[src/hdl/i2sr_params.svh]
// register offsets, field positions and reset values for the status and abort block
`ifndef I2SR_PARAMS_SVH
`define I2SR_PARAMS_SVH
`define I2SR_OFS_STATUS 32'h5000_1370
`define I2SR_OFS_TXLVL 32'h5000_1374
`define I2SR_OFS_RXLVL 32'h5000_1378
`define I2SR_OFS_HOLD 32'h5000_137C
`define I2SR_OFS_ABORT 32'h5000_1380
`define I2SR_OFS_CTRL 32'h5000_1384
`define I2SR_ST_SLV 6
`define I2SR_ST_MST 5
`define I2SR_ST_RXFULL 4
`define I2SR_ST_RXNE 3
`define I2SR_ST_TXEMPTY 2
`define I2SR_ST_TXSPACE 1
`define I2SR_ST_ACT 0
`define I2SR_AB_SLVRD 15
`define I2SR_AB_SLVARB 14
`define I2SR_AB_FLUSH 13
`define I2SR_AB_ARB 12
`define I2SR_AB_MDIS 11
`define I2SR_AB_10BRD 10
`define I2SR_CMD_READ 8
`define I2SR_CTL_EN 0
`define I2SR_CTL_MST 1
`define I2SR_CTL_RSTRT 5
`define I2SR_CTL_TENBIT 6
`define I2SR_HOLD_RST 16'h0001
`define I2SR_CTL_RST 16'h0022
`define I2SR_EN_DELAY 2'h2
`endif

[src/hdl/i2sr_pkg.sv]
// types shared by the status and abort reporting block
package i2sr_pkg;
    typedef logic [15:0] i2sr_word_t;
    // fifo occupancy snapshot from the fifo cores
    typedef struct packed {
        logic [5:0] tx_count;
        logic [5:0] rx_count;
    } i2sr_fifo_s;
    // bus-side events from the master and slave engines
    typedef struct packed {
        logic slave_read_req;
        logic slave_tx_active;
        logic master_start_req;
        logic master_abort_arbitration_lost;
        logic master_read_10bit;
        logic scl_rise;
        logic sda_in;
        logic sda_intended;
    } i2sr_bus_ev_s;
    typedef enum logic [1:0] {
        I2SR_OFF = 2'b00,
        I2SR_GOING_ON = 2'b01,
        I2SR_ON = 2'b10,
        I2SR_GOING_OFF = 2'b11
    } i2sr_en_e;
endpackage : i2sr_pkg

[src/hdl/i2sr_status_abort.sv]
// status, fifo level, sda hold and transmit abort cause registers of the i2c controller
// Functional notes
// status bit 6 shows slave fsm busy
// status bit 5 shows master fsm busy
// status bit 4 set when rx full
// status bit 3 set when rx nonempty
// status bit 2 tx empty, resets one
// tx empty flag never raises interrupt
// status bit 1 tx has space, resets one
// status bit 0 overall activity, resets zero
// tx fill count in bits 5:0
// rx fill count in bits 5:0
// bit 15 slave read with read command
// slave bus loss sets bits 14, 12
// sda mismatch at scl rise means loss
// stale tx data on slave read: bit 13, abort
// bit 12 on master arbitration loss
// master and slave run concurrently
// bit 11 master start while master disabled
// bit 10 tenbit read without restart
// disable flushes fifos, two clock enable delay
// sda hold cycles register, resets one
//
// Local design decision: the address-and-strobe port.
`timescale 1ns/10ps
`include "i2sr_params.svh"
module i2sr_status_abort
    import i2sr_pkg::*;
#(
    parameter int FIFO_DEPTH = 32
) (
    input wire logic CLK_SYS_I,
    input wire logic RESETN_I,
    input wire logic CE_I,
    input wire logic [31:0] ADDR_I,
    input wire logic [15:0] WDATA_I,
    input wire logic WR_I,
    input wire logic RD_I,
    output logic [15:0] RDATA_O,
    input wire logic SLAVE_FSM_BUSY_I,
    input wire logic MASTER_FSM_BUSY_I,
    input wire i2sr_fifo_s FIFO_I,
    input wire i2sr_bus_ev_s BUS_EV_I,
    input wire logic CMD_WR_I,
    input wire logic [15:0] CMD_DATA_I,
    input wire logic ABORT_CLR_I,
    output logic TRANSMIT_ABORT_IRQ_O,
    output logic FIFO_FLUSH_O,
    output logic CTRL_ENABLED_O,
    output logic MASTER_MODE_O,
    output logic RESTART_ALLOW_O,
    output logic TENBIT_MODE_O,
    output logic [15:0] DATA_HOLD_CYCLES_O
);

    localparam logic [5:0] FULL_COUNT = 6'(FIFO_DEPTH);

    i2sr_word_t ctrl_q;
    i2sr_word_t hold_q;
    i2sr_word_t abort_q;
    i2sr_word_t abort_set;
    i2sr_word_t status_w;
    i2sr_word_t rdata_d;
    i2sr_en_e en_state_q;
    logic [1:0] en_cnt_q;
    logic slv_busy_q;
    logic mst_busy_q;
    logic rx_full_q;
    logic rx_ne_q;
    logic tx_empty_q;
    logic tx_space_q;
    logic act_q;
    logic [5:0] txfl_q;
    logic [5:0] rxfl_q;
    logic bus_lost;
    logic irq_q;
    logic flush_q;

    // address compare used by both the write and read decoders
    function automatic logic hit(input logic [31:0] a, input logic [31:0] ofs);
        hit = (a == ofs);
    endfunction : hit

    // software-written control and hold registers
    always_ff @(posedge CLK_SYS_I or negedge RESETN_I) begin
        if (!RESETN_I) begin
            ctrl_q <= `I2SR_CTL_RST;
            hold_q <= `I2SR_HOLD_RST;
        end else if (CE_I && WR_I) begin
            if (hit(ADDR_I, `I2SR_OFS_HOLD)) begin
                hold_q <= WDATA_I;
            end else if (hit(ADDR_I, `I2SR_OFS_CTRL)) begin
                ctrl_q <= WDATA_I;
            end
        end
    end

    // enable sequencing: the enable bit takes two clocks to land
    always_ff @(posedge CLK_SYS_I or negedge RESETN_I) begin
        if (!RESETN_I) begin
            en_state_q <= I2SR_OFF;
            en_cnt_q <= 2'h0;
        end else if (CE_I) begin
            case (en_state_q)
                I2SR_OFF: begin
                    if (ctrl_q[`I2SR_CTL_EN]) begin
                        en_state_q <= I2SR_GOING_ON;
                        en_cnt_q <= 2'h1;
                    end
                end
                I2SR_GOING_ON: begin
                    en_cnt_q <= en_cnt_q + 2'h1;
                    if (en_cnt_q == `I2SR_EN_DELAY - 2'h1) begin
                        en_state_q <= I2SR_ON;
                    end
                end
                I2SR_ON: begin
                    if (!ctrl_q[`I2SR_CTL_EN]) begin
                        en_state_q <= I2SR_GOING_OFF;
                        en_cnt_q <= 2'h1;
                    end
                end
                default: begin
                    en_cnt_q <= en_cnt_q + 2'h1;
                    if (en_cnt_q == `I2SR_EN_DELAY - 2'h1) begin
                        en_state_q <= I2SR_OFF;
                    end
                end
            endcase
        end
    end

    // fifo flush held while the controller is off
    always_ff @(posedge CLK_SYS_I or negedge RESETN_I) begin
        if (!RESETN_I) begin
            flush_q <= 1'b1;
        end else if (CE_I) begin
            flush_q <= (en_state_q == I2SR_OFF) || (en_state_q == I2SR_GOING_OFF);
        end
    end

    // registered status flags; fifo flags follow the occupancy counts
    always_ff @(posedge CLK_SYS_I or negedge RESETN_I) begin
        if (!RESETN_I) begin
            slv_busy_q <= 1'b0;
            mst_busy_q <= 1'b0;
            rx_full_q <= 1'b0;
            rx_ne_q <= 1'b0;
            tx_empty_q <= 1'b1;
            tx_space_q <= 1'b1;
            act_q <= 1'b0;
            txfl_q <= 6'h00;
            rxfl_q <= 6'h00;
        end else if (CE_I) begin
            slv_busy_q <= SLAVE_FSM_BUSY_I;
            mst_busy_q <= MASTER_FSM_BUSY_I;
            rx_full_q <= (FIFO_I.rx_count == FULL_COUNT);
            rx_ne_q <= (FIFO_I.rx_count != 6'h00);
            tx_empty_q <= (FIFO_I.tx_count == 6'h00);
            tx_space_q <= (FIFO_I.tx_count != FULL_COUNT);
            act_q <= SLAVE_FSM_BUSY_I | MASTER_FSM_BUSY_I;
            txfl_q <= FIFO_I.tx_count;
            rxfl_q <= FIFO_I.rx_count;
        end
    end

    // sda compared with the driven bit on each scl rise while the slave sends
    assign bus_lost = BUS_EV_I.slave_tx_active && BUS_EV_I.scl_rise &&
                      (BUS_EV_I.sda_in != BUS_EV_I.sda_intended);

    // abort cause set terms
    always_comb begin
        abort_set = 16'h0000;
        if (BUS_EV_I.slave_read_req && CMD_WR_I && CMD_DATA_I[`I2SR_CMD_READ]) begin
            abort_set[`I2SR_AB_SLVRD] = 1'b1;
        end
        if (bus_lost) begin
            abort_set[`I2SR_AB_SLVARB] = 1'b1;
            abort_set[`I2SR_AB_ARB] = 1'b1;
        end
        if (BUS_EV_I.slave_read_req && (FIFO_I.tx_count != 6'h00)) begin
            abort_set[`I2SR_AB_FLUSH] = 1'b1;
        end
        if (BUS_EV_I.master_abort_arbitration_lost) begin
            abort_set[`I2SR_AB_ARB] = 1'b1;
        end
        if (BUS_EV_I.master_start_req && !ctrl_q[`I2SR_CTL_MST]) begin
            abort_set[`I2SR_AB_MDIS] = 1'b1;
        end
        if (BUS_EV_I.master_read_10bit && !ctrl_q[`I2SR_CTL_RSTRT]) begin
            abort_set[`I2SR_AB_10BRD] = 1'b1;
        end
    end

    // sticky abort cause; a new cause in the clearing cycle survives
    always_ff @(posedge CLK_SYS_I or negedge RESETN_I) begin
        if (!RESETN_I) begin
            abort_q <= 16'h0000;
        end else if (CE_I) begin
            abort_q <= (ABORT_CLR_I ? 16'h0000 : abort_q) | abort_set;
        end
    end

    // abort request follows the cause register; tx empty never feeds it
    always_ff @(posedge CLK_SYS_I or negedge RESETN_I) begin
        if (!RESETN_I) begin
            irq_q <= 1'b0;
        end else if (CE_I) begin
            irq_q <= ((ABORT_CLR_I ? 16'h0000 : abort_q) | abort_set) != 16'h0000;
        end
    end

    // status word assembly, reserved bits zero
    always_comb begin
        status_w = 16'h0000;
        status_w[`I2SR_ST_SLV] = slv_busy_q;
        status_w[`I2SR_ST_MST] = mst_busy_q;
        status_w[`I2SR_ST_RXFULL] = rx_full_q;
        status_w[`I2SR_ST_RXNE] = rx_ne_q;
        status_w[`I2SR_ST_TXEMPTY] = tx_empty_q;
        status_w[`I2SR_ST_TXSPACE] = tx_space_q;
        status_w[`I2SR_ST_ACT] = act_q;
    end

    // read decode; unmapped addresses return zero
    always_comb begin
        if (hit(ADDR_I, `I2SR_OFS_STATUS)) begin
            rdata_d = status_w;
        end else if (hit(ADDR_I, `I2SR_OFS_TXLVL)) begin
            rdata_d = {10'h000, txfl_q};
        end else if (hit(ADDR_I, `I2SR_OFS_RXLVL)) begin
            rdata_d = {10'h000, rxfl_q};
        end else if (hit(ADDR_I, `I2SR_OFS_HOLD)) begin
            rdata_d = hold_q;
        end else if (hit(ADDR_I, `I2SR_OFS_ABORT)) begin
            rdata_d = abort_q;
        end else if (hit(ADDR_I, `I2SR_OFS_CTRL)) begin
            rdata_d = ctrl_q;
        end else begin
            rdata_d = 16'h0000;
        end
    end

    // read data stands only in the cycle after the strobe
    always_ff @(posedge CLK_SYS_I or negedge RESETN_I) begin
        if (!RESETN_I) begin
            RDATA_O <= 16'h0000;
        end else if (CE_I) begin
            RDATA_O <= RD_I ? rdata_d : 16'h0000;
        end
    end

    // registered control outputs
    always_ff @(posedge CLK_SYS_I or negedge RESETN_I) begin
        if (!RESETN_I) begin
            CTRL_ENABLED_O <= 1'b0;
            MASTER_MODE_O <= 1'b0;
            RESTART_ALLOW_O <= 1'b0;
            TENBIT_MODE_O <= 1'b0;
            DATA_HOLD_CYCLES_O <= `I2SR_HOLD_RST;
        end else if (CE_I) begin
            CTRL_ENABLED_O <= (en_state_q == I2SR_ON);
            MASTER_MODE_O <= ctrl_q[`I2SR_CTL_MST];
            RESTART_ALLOW_O <= ctrl_q[`I2SR_CTL_RSTRT];
            TENBIT_MODE_O <= ctrl_q[`I2SR_CTL_TENBIT];
            DATA_HOLD_CYCLES_O <= hold_q;
        end
    end

    assign TRANSMIT_ABORT_IRQ_O = irq_q;
    assign FIFO_FLUSH_O = flush_q;

endmodule : i2sr_status_abort

[config.mk]
export PLATFORM = sky130hd
export DESIGN_NAME = i2sr_status_abort
export DESIGN_NICKNAME = d
export VERILOG_FILES = /design/src/hdl/i2sr_pkg.sv /design/src/hdl/i2sr_status_abort.sv
export VERILOG_INCLUDE_DIRS = /design/src /design/src/hdl
export SDC_FILE = /design/constraint.sdc
export NUM_CORES = 1
export LEC_CHECK = 0
export BUFFER_PORTS_ARGS = -buffer_cell sky130_fd_sc_hd__clkbuf_2
export CORE_UTILIZATION = 57
export DETAILED_ROUTE_END_ITERATION = 6
export GPL_ROUTABILITY_DRIVEN = 0
export GPL_TIMING_DRIVEN = 0
export PLACE_DENSITY = 0.83
export REMOVE_ABC_BUFFERS = 1
export SYNTH_ARGS = -nofsm -noshare
export SYNTH_HDL_FRONTEND = slang
export SYNTH_SLANG_ARGS = --single-unit
[constraint.sdc]
create_clock -name CLK_SYS_I -period 3.9 [get_ports CLK_SYS_I]
set_input_delay 0.78 -clock CLK_SYS_I [delete_from_list [all_inputs] [get_ports CLK_SYS_I]]
set_output_delay 0.78 -clock CLK_SYS_I [all_outputs]
set_load 0.01 [all_outputs]
==> qor.yml <==
status:
  status: "complete, no violations"
worst_setup_path:
  worstSetupPathType: "in2reg"
  cp-end-kind: "flip-flop"
  cp.arrival_ns: 3.78
  critPathMaxStageDelay_ns: 0.93
  worst-path-max-fanout: 51
  required_ns: 4.16
  cpMaxStageDelayCell: "and4_1"
  crit_chain: "clkbuf_2 -> nor4b_2 -> nand2_1 -> nor3_2 -> and4_1 -> mux2_2"
  cp-start-kind: "primary input"
synth:
  synthTopCellsByArea: "dfrtp_1, mux2_2, mux2_4, dfstp_2, mux2i_1"
  ys_seq_area_frac: 0.550
  synth-compound-area-share: 0.0924
  synth_warnings: 0
  synthCells: 402
  syn_area_per_cell_um2: 12.4
  synthAdderAreaFrac: 0.0126
  yosys.area_share.simple: 0.112
  syn_area_mm2: 0.00497
  synth.distinct_cells: 48
  synth-seq-cells: 109
  synth_area_leader_cell: "dfrtp_1"
  synth_top_family_by_area: "multiplexers"
  synth-xor-area-share: 0.00176
  yosys.area.top_type_share: 0.513
  synthMuxAreaShare: 0.201
place:
  hpwl_um: 7500
  io_buffers: 115
layout:
  final_util: 0.697
  final_cell_mix: "clkbuf_2, dfrtp_1, mux2_2"
  layout-drive-gt1-share: 0.413
  layout_commonest_cell: "clkbuf_2"
  nets: 606
  n_antenna_cell: 0
  area_growth_pct: 16.9
  nFillCells: 651
cts:
  cts.sinks: 109
  numCtsBuffers: 9
  holdBufCountCts: 0
  clk_latency_ns: 0.38
  ctsHtreeMaxLevel: 3
  root_buffer: "clkbuf_8"
  cts.path.max_buffers: 2
  cts_tree: "done"
  clkSlewWorstSetupHoldPaths_ns: 0.10
detailed_routing:
  drtIter0Drc: 174
  wl_met3_um: 487
  drt-pass1-iter-count: 4
  top_layer_used: "met4"
  avgViaCountPerCell: 5.73
  wl_met2_um: 5290
  ant_nets: 0
  wl_per_cell_um: 17.3
  routed_wl_um: 10700
  drc_errors: 0
  via_count: 3543
  wl_met1_um: 4720
job:
  maxCapViolations: 0
timing:
  finClkSkew_ns: 0.0161
  setup_viol: 0
  relSlewSlack: 0.167
  layout_min_cycle_time_ns: 3.53
  hold_viol: 0
  fmax_mhz: 284
  rsz0062_at_grt: "no"
  fin_crit_sh: 0.904
  whs_ns: 0.488
  worst_slew_pin_slew_ns: 1.25
  report.final.slew_viol_count: 0
grt:
  grt_antenna_before_repair: 0
  grt_overflow: 0
  grt_pass1_wl_um: 17300
  track_usage: 0.254
  grt_pass1_vias: 3605
  grt_max_degree: 110
power_and_ir_drop:
  vdd_drop_max_v: 0.000172
  p_per_area_mw_per_mm2: 360
  seq_power_share: 0.559
  combPwrFrac: 0.073
  p_sw_frac: 0.238
  p_sw_w: 0.000499
  p_leak_nw: 2.88
  intPower_w: 0.00159
  p_clk_frac: 0.368
floorplan:
  ios: 131
  die_x_um: 95.4
  initial_core_util: 0.596
  core_area_mm2: 0.00834
  dieArea_mm2: 0.00910
  dieHeight_um: 95.4
  rows: 33
hold_path:
  hold_path.class: "in2async"
==> layer usage <==
metal,vias up,global-route usage
li1,1669,-
met1,1764,0.329
met2,92,0.427
met3,18,0.0407
met4,0,0.102
met5,-,0
==> logic make-up (layout without fill, tap and decap cells) <==
kind of cell,count (synthesis),count (layout)
flops,109,109
simple gates,104,104
mux,84,84
compound gates,69,69
buf+inv,30,141
fa+ha+maj,5,5
xor+xnor,1,1
==> state kept, by name (all words and copies together) (netlist names), 2 cells and up <==
name                cells
DATA_HOLD_CYCLES_O     16
RDATA_O                16
abort_q                16
ctrl_q                 16
hold_q                 16
rxfl_q                  6
txfl_q                  6
en_cnt_q                2
en_state_q              2
==> stage by stage <==
step                TNS (ns)  instance area [um^2]  total power, W  std cells  setup slack, ns
detailed placement     -4.04                  5580         0.00135        602           -0.440
global placement       -3.06                  5570         0.00134        602           -0.297
global route               0                  5810         0.00216        618            0.150
finish                     0                  5810         0.00209        618            0.374
CTS                        0                  5810         0.00211        618            0.369
floorplan                  0                  4860         0.00124        382             1.19
==> Yosys cell counts, drive strengths merged <==
| master | number |
|---|---|
| mux2i | 16 |
| o21ai | 12 |
| o211ai | 1 |
| mux2 | 68 |
| and4b | 1 |
| a22oi | 2 |
| and4 | 1 |
| o2bb2ai | 11 |
| o22a | 1 |
| nand3 | 9 |
| buf | 11 |
| o22ai | 6 |
| nand4 | 2 |
| nor2b | 1 |
| a211oi | 1 |
| and3 | 2 |
| nor3 | 5 |
| a221o | 1 |
| nor4b | 5 |
| a32o | 2 |
| a32oi | 6 |
| clkbuf | 9 |
| dfrtp | 102 |
| o21a | 1 |
| xor2 | 1 |
| or3 | 2 |
| nand2b | 2 |
| dfstp | 7 |
| nor4bb | 1 |
| or4 | 2 |
| a22o | 2 |
| a41oi | 1 |
| nor4 | 6 |
| nor2 | 29 |
| nor3b | 1 |
| nand2 | 24 |
| a21oi | 22 |
| inv | 10 |
| ha | 5 |
| and2 | 11 |
==> critical path, delay by kind of cell <==
| family | cells | cell delay, ns |
|---|---|---|
| buffers and inverters | 1 | 0.90 |
| AND/OR/NAND/NOR | 4 | 1.66 |
| multiplexers | 1 | 0.43 |
==> final timing paths <==
path / start / to / slack, ns / depth (start not counted)
setup / recovery: CE_I / ctrl_q[3] / 0.37 / 6
hold / removal: RESETN_I / txfl_q[0] / 0.49 / 1
setup reg to reg: en_state_q[0] / en_state_q[0] / 2.30 / 6
hold reg to reg: FIFO_FLUSH_O / FIFO_FLUSH_O / 0.50 / 2
max in group asynchronous: RESETN_I / ctrl_q[7] / 2.83 / 1
min in group CLK_SYS_I: FIFO_FLUSH_O / FIFO_FLUSH_O / 0.50 / 2
==> area by class of cell <==
| cell class | count | area [um^2] | share of cell area |
|---|---|---|---|
| clock buffer | 9 | 124 | 0.0213 |
| clock inverter | 7 | 106 | 0.0183 |
| inverter | 10 | 37.5 | 0.00646 |
| multi-input combinational | 263 | 2090 | 0.360 |
| sequential | 109 | 2740 | 0.471 |
| tap | 105 | 131 | 0.0226 |
| timing repair buffer | 115 | 584 | 0.101 |
==> power groups by stage <==
stage,clock (W),combinational [W],sequential [W]
final,0.000770,0.000153,0.00117
after global routing,0.000819,0.000171,0.00117
after CTS,0.000781,0.000156,0.00117
after detailed placement,0,0.000155,0.00119
after global placement,0,0.000148,0.00119
after floorplan,0,0.0000553,0.00119
==> timing repair <==
item	in CTS	in global routing
setup endpoints to repair	2	0
setup buffers	0	0
resized for setup	1	0
endpoints found under the hold margin	0	0
Note: power is estimated with default switching activity, not from simulation.
